**src/common/sarseq_pkg.sv**
```systemverilog
package sarseq_pkg;

    // ********************************
    // Register addresses
    // ********************************
    localparam logic [15:0] ADDR_DIR = 16'hff22;
    localparam logic [15:0] ADDR_LATCH = 16'hff02;
    localparam logic [15:0] ADDR_APC = 16'hff8f;
    localparam logic [15:0] ADDR_MODE = 16'hff28;
    localparam logic [15:0] ADDR_CHAN = 16'hff29;
    localparam logic [15:0] ADDR_RES_LO = 16'hff1e;
    localparam logic [15:0] ADDR_RES_HI = 16'hff1f;
    localparam logic [15:0] ADDR_RES_BYTE = 16'hff2a;

    // ********************************
    // Reset values
    // ********************************
    localparam logic [7:0] DIR_RST = 8'hff;
    localparam logic [7:0] LATCH_RST = 8'h00;
    localparam logic [3:0] APC_RST = 4'h8;
    localparam logic [15:0] RES_WORD_RST = 16'h0000;
    localparam logic [7:0] RES_BYTE_RST = 8'h00;

    // ********************************
    // Field positions
    // ********************************
    localparam int MODE_CE = 0;
    localparam int MODE_TS_LO = 1;
    localparam int MODE_TS_HI = 6;
    localparam int MODE_RUN = 7;
    localparam int CHAN_W = 3;
    localparam int ADC_BITS = 10;
    localparam int RES_SHIFT = 6;
    localparam logic [9:0] TAP_HALF = 10'h200;

    // ********************************
    // Conversion timing, in core cycles
    // ********************************
    localparam int TMR_W = 8;
    localparam logic [7:0] SAMPLE_UNIT = 8'h04;
    localparam logic [7:0] TRIAL_UNIT = 8'h04;

    typedef enum logic [1:0] {
        ST_IDLE,
        ST_SAMPLE,
        ST_TRIAL
    } sarseq_state_t;

endpackage

```
**src/design/sarseq_timer.sv**
```systemverilog
`timescale 1ns/1ps
module sarseq_timer #(
    parameter int W = sarseq_pkg::TMR_W
) (
    input wire logic core_clk_i,
    input wire logic nrst_i,
    input wire logic load_i,
    input wire logic [W-1:0] load_val_i,
    output logic done_o
);
    import sarseq_pkg::*;

    typedef struct packed {
        logic [W-1:0] cnt;
    } sarseq_tmr_st_t;

    sarseq_tmr_st_t st;
    sarseq_tmr_st_t next_st;

    // Load wins over counting so a phase restart never sees a stale expiry
    always_comb begin
        next_st = st;
        if (load_i) begin
            next_st.cnt = load_val_i;
        end else if (st.cnt != '0) begin
            next_st.cnt = st.cnt - W'(1);
        end
    end

    always_ff @(posedge core_clk_i or negedge nrst_i) begin
        if (!nrst_i) begin
            st <= '0;
        end else begin
            st <= next_st;
        end
    end

    assign done_o = (st.cnt == '0);

endmodule

```
**src/design/sarseq_pin_fn.sv**
```systemverilog
`timescale 1ns/1ps
module sarseq_pin_fn #(
    parameter int PIN_IDX = 0
) (
    input wire logic [3:0] apc_i,
    input wire logic [sarseq_pkg::CHAN_W-1:0] chan_i,
    input wire logic dir_i,
    input wire logic latch_i,
    input wire logic claim_i,
    output logic oe_n_o,
    output logic out_o,
    output logic analog_o,
    output logic conv_ok_o
);
    import sarseq_pkg::*;

    logic is_analog;
    logic is_sel;

    // Codes above eight are prohibited; they fall out as all digital
    assign is_analog = (apc_i <= 4'(PIN_IDX));
    assign is_sel = (chan_i == CHAN_W'(PIN_IDX));

    // Analog with output mode is prohibited; never drive in that case
    assign oe_n_o = dir_i | is_analog;
    assign out_o = latch_i;
    assign analog_o = is_analog & dir_i;
    assign conv_ok_o = is_analog & dir_i & is_sel & ~claim_i;

endmodule

```
**src/design/sarseq_top.sv**
```systemverilog
`timescale 1ns/1ps
// Operation
// - Direction bit 1 makes pin input, buffer off; 0 makes output, buffer on.
// - Reset sets the port direction register to all ones.
// - Analog input pins not selected stay unconverted; digital pins follow direction.
// - Selected analog input pin not claimed by sigma-delta gets converted.
// - Comparator enable bit powers the comparator so conversions can run.
// - Six time select bits set conversion timing.
// - Writing run bit 1 starts converting the selected channel.
// - Sample for a period set by time select bits 1:0, then hold until conversion ends.
// - First trial sets bit 9, tap at half reference, kept if at or above.
// - Next trial sets next bit; kept when input at or above tap.
// - After ten bits the value is latched into result registers, unless mode or APC is written in that cycle.
// - Done interrupt pulses in the same step as the latch.
// - Conversions repeat back to back while run bit stays 1.
// - Channel write aborts a conversion; restarts from sampling if running.
// - Result held in a 16-bit word and an 8-bit upper byte.
// - Reset clears both result registers.
// - Word result is the ten-bit value times sixty-four.
// - Select mode only: one of eight channels converted.
// - Three-bit channel code picks analog input 0 to 7.
// - Clearing run stops at once; last completed result is kept.
module sarseq_top (
    input wire logic core_clk_i,
    input wire logic nrst_i,
    input wire logic [15:0] sfr_addr_i,
    input wire logic sfr_wr_i,
    input wire logic sfr_rd_i,
    input wire logic [7:0] sfr_wdata_i,
    output logic [7:0] sfr_rdata_o,
    input wire logic [7:0] pin_in_i,
    output logic [7:0] pin_out_o,
    output logic [7:0] pin_oe_n_o,
    output logic [7:0] pin_analog_o,
    input wire logic [7:0] sd_claim_i,
    input wire logic comp_i,
    output logic comp_power_o,
    output logic sample_hold_o,
    output logic [sarseq_pkg::CHAN_W-1:0] chan_sel_o,
    output logic [sarseq_pkg::ADC_BITS-1:0] tap_o,
    output logic comp_strobe_o,
    output logic busy_o,
    output logic conversion_done_irq_o
);
    import sarseq_pkg::*;

    typedef struct packed {
        logic [7:0] dir;
        logic [7:0] latch;
        logic [3:0] apc;
        logic ce;
        logic [5:0] tsel;
        logic run;
        logic [CHAN_W-1:0] chan;
        sarseq_state_t state;
        logic [ADC_BITS-1:0] approximation_register;
        logic [3:0] bit_idx;
        logic [15:0] result_word;
        logic [7:0] result_byte;
        logic irq;
        logic strobe;
        logic [ADC_BITS-1:0] tap;
        logic sample_hold;
        logic busy;
        logic [7:0] rdata;
        logic [7:0] pin_oe_n;
        logic [7:0] pin_out;
        logic [7:0] pin_analog;
        logic [7:0] sync1;
        logic [7:0] sync2;
        logic comp1;
        logic comp2;
    } sarseq_top_st_t;

    sarseq_top_st_t st;
    sarseq_top_st_t next_st;

    logic [7:0] cell_oe_n;
    logic [7:0] cell_out;
    logic [7:0] cell_analog;
    logic [7:0] conv_ok;
    logic tmr_load;
    logic [TMR_W-1:0] tmr_val;
    logic tmr_done;
    logic wr_dir;
    logic wr_latch;
    logic wr_apc;
    logic wr_mode;
    logic wr_chan;
    wire logic next_run = wr_mode ? sfr_wdata_i[MODE_RUN] : st.run;
    wire logic next_ce = wr_mode ? sfr_wdata_i[MODE_CE] : st.ce;
    wire logic [5:0] next_tsel = wr_mode ? sfr_wdata_i[MODE_TS_HI:MODE_TS_LO] : st.tsel;
    wire logic [CHAN_W-1:0] next_chan = wr_chan ? sfr_wdata_i[CHAN_W-1:0] : st.chan;
    logic run_ok;
    logic fin;
    logic [TMR_W-1:0] sample_len;
    logic [TMR_W-1:0] trial_len;

    // ********************************
    // Pin function per port pin
    // ********************************
    for (genvar g = 0; g < 8; g++) begin : g_pin
        sarseq_pin_fn #(
            .PIN_IDX(g)
        ) u_pin (
            .apc_i(st.apc),
            .chan_i(next_chan),
            .dir_i(st.dir[g]),
            .latch_i(st.latch[g]),
            .claim_i(sd_claim_i[g]),
            .oe_n_o(cell_oe_n[g]),
            .out_o(cell_out[g]),
            .analog_o(cell_analog[g]),
            .conv_ok_o(conv_ok[g])
        );
    end

    sarseq_timer #(
        .W(TMR_W)
    ) u_tmr (
        .core_clk_i(core_clk_i),
        .nrst_i(nrst_i),
        .load_i(tmr_load),
        .load_val_i(tmr_val),
        .done_o(tmr_done)
    );

    // ********************************
    // Register decode
    // ********************************
    assign wr_dir = sfr_wr_i && (sfr_addr_i == ADDR_DIR);
    assign wr_latch = sfr_wr_i && (sfr_addr_i == ADDR_LATCH);
    assign wr_apc = sfr_wr_i && (sfr_addr_i == ADDR_APC);
    assign wr_mode = sfr_wr_i && (sfr_addr_i == ADDR_MODE);
    assign wr_chan = sfr_wr_i && (sfr_addr_i == ADDR_CHAN);

    // Level bits stretch sampling, frequency bits stretch every trial
    // Time bits written with the run bit already apply to that first conversion
    assign sample_len = TMR_W'(SAMPLE_UNIT * (8'(next_tsel[1:0]) + 8'h01));
    assign trial_len = TMR_W'(TRIAL_UNIT * (8'(next_tsel[5:2]) + 8'h01));
    // Current-cycle writes count so a stop, disable or new channel acts at once
    assign run_ok = next_run && next_ce && conv_ok[next_chan];
    assign fin = (st.state == ST_TRIAL) && tmr_done && (st.bit_idx == 4'h0);

    always_comb begin
        logic [ADC_BITS-1:0] decided;
        decided = st.approximation_register;
        next_st = st;
        next_st.strobe = 1'b0;
        next_st.irq = 1'b0;
        next_st.sync1 = pin_in_i;
        next_st.sync2 = st.sync1;
        next_st.comp1 = comp_i;
        next_st.comp2 = st.comp1;
        tmr_load = 1'b0;
        tmr_val = sample_len;

        if (wr_dir) begin
            next_st.dir = sfr_wdata_i;
        end
        if (wr_latch) begin
            next_st.latch = sfr_wdata_i;
        end
        if (wr_apc) begin
            next_st.apc = sfr_wdata_i[3:0];
        end
        if (wr_mode) begin
            next_st.ce = sfr_wdata_i[MODE_CE];
            next_st.tsel = sfr_wdata_i[MODE_TS_HI:MODE_TS_LO];
            next_st.run = sfr_wdata_i[MODE_RUN];
        end
        if (wr_chan) begin
            next_st.chan = sfr_wdata_i[CHAN_W-1:0];
        end

        // ********************************
        // Conversion sequencer
        // ********************************
        case (st.state)
            ST_IDLE: begin
                if (run_ok) begin
                    next_st.state = ST_SAMPLE;
                    tmr_load = 1'b1;
                end
            end
            ST_SAMPLE: begin
                if (!run_ok) begin
                    next_st.state = ST_IDLE;
                end else if (wr_chan) begin
                    tmr_load = 1'b1;
                end else if (tmr_done) begin
                    next_st.state = ST_TRIAL;
                    next_st.approximation_register = TAP_HALF;
                    next_st.tap = TAP_HALF;
                    next_st.bit_idx = 4'(ADC_BITS - 1);
                    next_st.strobe = 1'b1;
                    tmr_load = 1'b1;
                    tmr_val = trial_len;
                end
            end
            ST_TRIAL: begin
                if (!run_ok) begin
                    next_st.state = ST_IDLE;
                end else if (wr_chan) begin
                    next_st.state = ST_SAMPLE;
                    tmr_load = 1'b1;
                end else if (tmr_done) begin
                    // Comparator seen through its synchroniser, settled for a whole trial
                    if (!st.comp2) begin
                        decided[st.bit_idx] = 1'b0;
                    end
                    if (st.bit_idx == 4'h0) begin
                        // A control write in the finishing cycle drops the result
                        if (!(wr_mode || wr_apc)) begin
                            next_st.result_word = {decided, 6'h00};
                            next_st.result_byte = decided[ADC_BITS-1:2];
                            next_st.irq = 1'b1;
                        end
                        next_st.state = ST_SAMPLE;
                        tmr_load = 1'b1;
                    end else begin
                        decided[st.bit_idx - 4'h1] = 1'b1;
                        next_st.bit_idx = st.bit_idx - 4'h1;
                        next_st.strobe = 1'b1;
                        tmr_load = 1'b1;
                        tmr_val = trial_len;
                    end
                    next_st.approximation_register = decided;
                    next_st.tap = decided;
                end
            end
            default: begin
                next_st.state = ST_IDLE;
            end
        endcase

        next_st.busy = (next_st.state != ST_IDLE);
        next_st.sample_hold = (next_st.state == ST_SAMPLE);
        next_st.pin_oe_n = cell_oe_n;
        next_st.pin_out = cell_out;
        next_st.pin_analog = cell_analog;

        // Unmapped addresses and reserved bits read as zero
        next_st.rdata = 8'h00;
        if (sfr_rd_i) begin
            case (sfr_addr_i)
                ADDR_DIR: next_st.rdata = st.dir;
                ADDR_LATCH: next_st.rdata = (st.sync2 & st.dir & ~cell_analog) | (st.latch & ~st.dir);
                ADDR_APC: next_st.rdata = {4'h0, st.apc};
                ADDR_MODE: next_st.rdata = {st.run, st.tsel, st.ce};
                ADDR_CHAN: next_st.rdata = {5'h00, st.chan};
                ADDR_RES_LO: next_st.rdata = st.result_word[7:0];
                ADDR_RES_HI: next_st.rdata = st.result_word[15:8];
                ADDR_RES_BYTE: next_st.rdata = st.result_byte;
                default: next_st.rdata = 8'h00;
            endcase
        end
    end

    always_ff @(posedge core_clk_i or negedge nrst_i) begin
        if (!nrst_i) begin
            st <= '0;
            st.dir <= DIR_RST;
            st.latch <= LATCH_RST;
            st.apc <= APC_RST;
            st.result_word <= RES_WORD_RST;
            st.result_byte <= RES_BYTE_RST;
            st.pin_oe_n <= 8'hff;
        end else begin
            st <= next_st;
        end
    end

    // ********************************
    // Outputs
    // ********************************
    assign sfr_rdata_o = st.rdata;
    assign pin_out_o = st.pin_out;
    assign pin_oe_n_o = st.pin_oe_n;
    assign pin_analog_o = st.pin_analog;
    assign comp_power_o = st.ce;
    assign sample_hold_o = st.sample_hold;
    assign chan_sel_o = st.chan;
    assign tap_o = st.tap;
    assign comp_strobe_o = st.strobe;
    assign busy_o = st.busy;
    assign conversion_done_irq_o = st.irq;
endmodule

```
**config.mk**
```make
export PLATFORM = sky130hd
export DESIGN_NAME = sarseq_top
export DESIGN_NICKNAME = d
export VERILOG_FILES = /design/src/common/sarseq_pkg.sv /design/src/design/sarseq_timer.sv /design/src/design/sarseq_pin_fn.sv /design/src/design/sarseq_top.sv
export SDC_FILE = /design/constraint.sdc
export NUM_CORES = 1
export LEC_CHECK = 0
export BUFFER_PORTS_ARGS = -buffer_cell sky130_fd_sc_hd__buf_2
export CORE_MARGIN = 1.5
export CORE_UTILIZATION = 58
export DETAILED_ROUTE_END_ITERATION = 10
export GPL_TIMING_DRIVEN = 1
export PLACE_DENSITY = 0.9
export RECOVER_POWER = 50
export SYNTH_ARGS = -nofsm -noshare
export SYNTH_HDL_FRONTEND = slang
export SYNTH_HIERARCHICAL = 1
export SYNTH_SLANG_ARGS = --single-unit
```
**constraint.sdc**
```tcl
create_clock -name core_clk_i -period 4.2 [get_ports core_clk_i]
set_input_delay 0.21 -clock core_clk_i [delete_from_list [all_inputs] [get_ports core_clk_i]]
set_output_delay 0.21 -clock core_clk_i [all_outputs]
set_load 0.05 [all_outputs]
```
==> impl_metrics.json <==
{
  "setup_violations": 0,
  "path_class": "input port to flip-flop",
  "rsz0062_at_grt": "false",
  "violations": "max-capacitance violations, max-slew violations",
  "cp.required_ns": 4.53,
  "worstHoldStart": "sfr_wdata_i[5]",
  "ys_seq_elements": 128,
  "wl_per_cell_um": 19.3,
  "design.core.area_um2": 10900,
  "vdd_drop_max_mv": 0.295,
  "clkTransAtPathRegs_ns": 0.05,
  "die_area_um2": 12000,
  "h-tree-depth": 4,
  "firstDrtPassIters": 6,
  "hold_class": "input port to flip-flop",
  "io_pins": 95,
  "cp-end-kind": "flip-flop",
  "yosys_warnings": 6,
  "portBuffers": 94,
  "cp_cell_sequence": "buf_2, nor4b_4, and4_4, nand2_2, nand2_1, o21ai_0, buf_4, nor2b_1, and4_1, mux4_2, o22ai_1, a31oi_1, o22ai_1, a21o_1, o21ai_0, a32oi_1, a22o_1, a2bb2oi_1",
  "netlist_top_cells_count": "dfrtp_1 (111), buf_4 (54), nand2_1 (33)",
  "slew_viol_final": 62,
  "dp.cells": 771,
  "wl_um": 15700,
  "globalRouteOverflowTotal": 0,
  "tns_ns": 0,
  "grt_max_degree": 62,
  "worst_pin_slew_ns": 3.19,
  "fp.dieW_um": 109,
  "final_nets": 719,
  "relSlewSlack_pct": -113,
  "outcome": "finished with violations",
  "r2r-start": "st[118]",
  "avgSynthCellArea_um2": 11.1,
  "via_per_inst": 6.04,
  "synth_cells": 590,
  "instances_no_fill": 812,
  "initial_core_util_pct": 60.0,
  "ys_top_cells_by_area": "dfrtp_1 (42%), dfstp_2 (6.8%), buf_4 (6.2%), mux2_2 (4.6%), ha_1 (2.7%)",
  "cp-start-kind": "input port",
  "finalHoldViolations": 0,
  "drive_gt1_share_pct": 23.5,
  "synth_top_area_share_pct": 42.4,
  "drtAntennaViolNets": 0,
  "p_total_uw": 2820,
  "cp_max_fo": 9,
  "vias": 4908,
  "synth_top_flop_cell": "dfrtp_1",
  "power_leakage_uw": 0.00338,
  "cp-startpoint": "sfr_addr_i[4]",
  "drv_cap": 1,
  "p_per_area_nw_per_um2": 378,
  "skew_ns": 0.0128,
  "min_period_ns": 3.92,
  "grt_pass1_vias": 5008,
  "synth.largest_area_cell": "dfrtp_1",
  "antenna_found_initial": 0,
  "die_y_um": 109,
  "finalCritPeriodShare_pct": 93.3,
  "synth-edff-count": 0,
  "synthArstFlopShare_pct": 100,
  "yosysMostFrequentCell": "dfrtp_1",
  "numCtsBuffers": 17,
  "dp_hpwl_um": 11300,
  "globalplace.congestion": 0.961,
  "clock_path_buffers": 2,
  "ys_seq_area_share_pct": 49.2,
  "timing.fmax_ghz": 0.255,
  "root_buffer": "clkbuf_16",
  "areaGrowthSynthToFinish_pct": 13.6,
  "cts.sinks": 128,
  "antenna_cells": 0,
  "slowest_delay_ns": 0.49,
  "syn_area_um2": 6560,
  "drc": 0,
  "drtIter0Drc": 412,
  "synthDistinctLibCells": 79,
  "slowest_stage": "a32oi_1",
  "cts_resized": 0,
  "grt_pass1_wl_um": 25200,
  "cts_tree": "yes",
  "cp.arrival_ns": 4.25,
  "clk-insertion-delay-late_ns": 0.42,
  "grt_usage_pct": 28.3,
  "rows": 38
}
## placed cells by master, fill, tap and decap left out, types with 6 or more instances in the layout
cell	n
dlygate4sd3_1	10
mux2_2	27
a21oi_1	31
mux2_4	9
and3_1	6
clkbuf_1	54
dfrtp_1	111
a31oi_1	14
a21o_1	9
a222oi_1	6
nor2_1	22
o31ai_1	6
nor2b_1	7
nand3_1	8
inv_1	31
o21ai_0	16
nor3_1	9
a21boi_0	6
buf_2	44
ha_1	14
nand2_1	33
o2bb2ai_1	14
o22ai_1	8
dfstp_2	16
and2_1	7
clkbuf_16	17
buf_4	15
and4_1	8
## per-layer routing
layer	vias up	routed length (um)	GRT usage (%)
met5	-	0	0
met4	0	414	11.0
met3	39	1020	8.36
met2	195	7810	47.6
met1	2427	6420	34.1
li1	2247	-	-
## path summary, 6_finish.rpt
| path | cells after the start | end | slack [ns] |
|---|---|---|---|
| setup / recovery | 18 | u_tmr/st[4] | 0.28 |
| hold / removal | 2 | st[124] | 0.08 |
| setup reg to reg | 11 | u_tmr/st[4] | 0.39 |
| hold reg to reg | 0 | st[0] | 0.35 |
| max in group asynchronous | 3 | st[134] | 0.96 |
| min in group asynchronous | 2 | pin_out_o[2] | 1.40 |
## registers in the layout (all words and copies together) (netlist names)
| signal | flops |
|---|---|
| busy_o | 1 |
| u_tmr/st | 8 |
| comp_power_o | 1 |
| sfr_rdata_o | 8 |
| conversion_done_irq_o | 1 |
| pin_oe_n_o | 8 |
| pin_analog_o | 8 |
| chan_sel_o | 3 |
| sample_hold_o | 1 |
| st | 62 |
| pin_out_o | 8 |
| comp_strobe_o | 1 |
| next_st | 9 |
| tap_o | 9 |
## logic make-up after synthesis
group / count (synthesis) / synth area share (%)
xor+xnor: 4 / 0.534
other cells: 1 / 0.0572
buf+inv: 101 / 9.26
compound gates: 146 / 15.5
flops: 128 / 49.2
mux: 43 / 8.15
simple gates: 153 / 14.6
fa+ha+maj: 14 / 2.67
## critical path, delay by kind of cell
family	cells	cell delay, ns
simple gates	6	1.18
mux	1	0.47
compound gates	9	2.06
buf+inv	2	0.33
## timing repair
action,4_1_cts,5_1_grt
endpoints found under the setup margin,0,0
setup buffers,0,0
hold endpoints to repair,53,0
hold buffers,10,0
## power by group
part,switching (uW),internal (uW)
Combinational,52.6,28.8
Sequential,4.04,1240
Clock,497,989
## per-stage QoR
stage               hold slack [ns]  utilization, %  worst slack [ns]  area, um2
CTS                          0.0744            68.9             0.414       7530
floorplan                   -0.0856               -            0.0356       6560
finish                       0.0840            68.1             0.281       7450
detailed placement            0.320            62.5           -0.0256       6830
global placement              0.314            62.5             0.168       6830
global route                 0.0934            68.1            0.0781       7450
## cell type report
cell class	count	area, um2
clock inverters	6	105
fillers	821	3490
inverters	31	116
well taps	140	175
multi-input cells	363	2710
flip-flops and latches	128	3220
repair buffers	119	621
clock buffers	25	495
(Power assumes the default switching activity.)
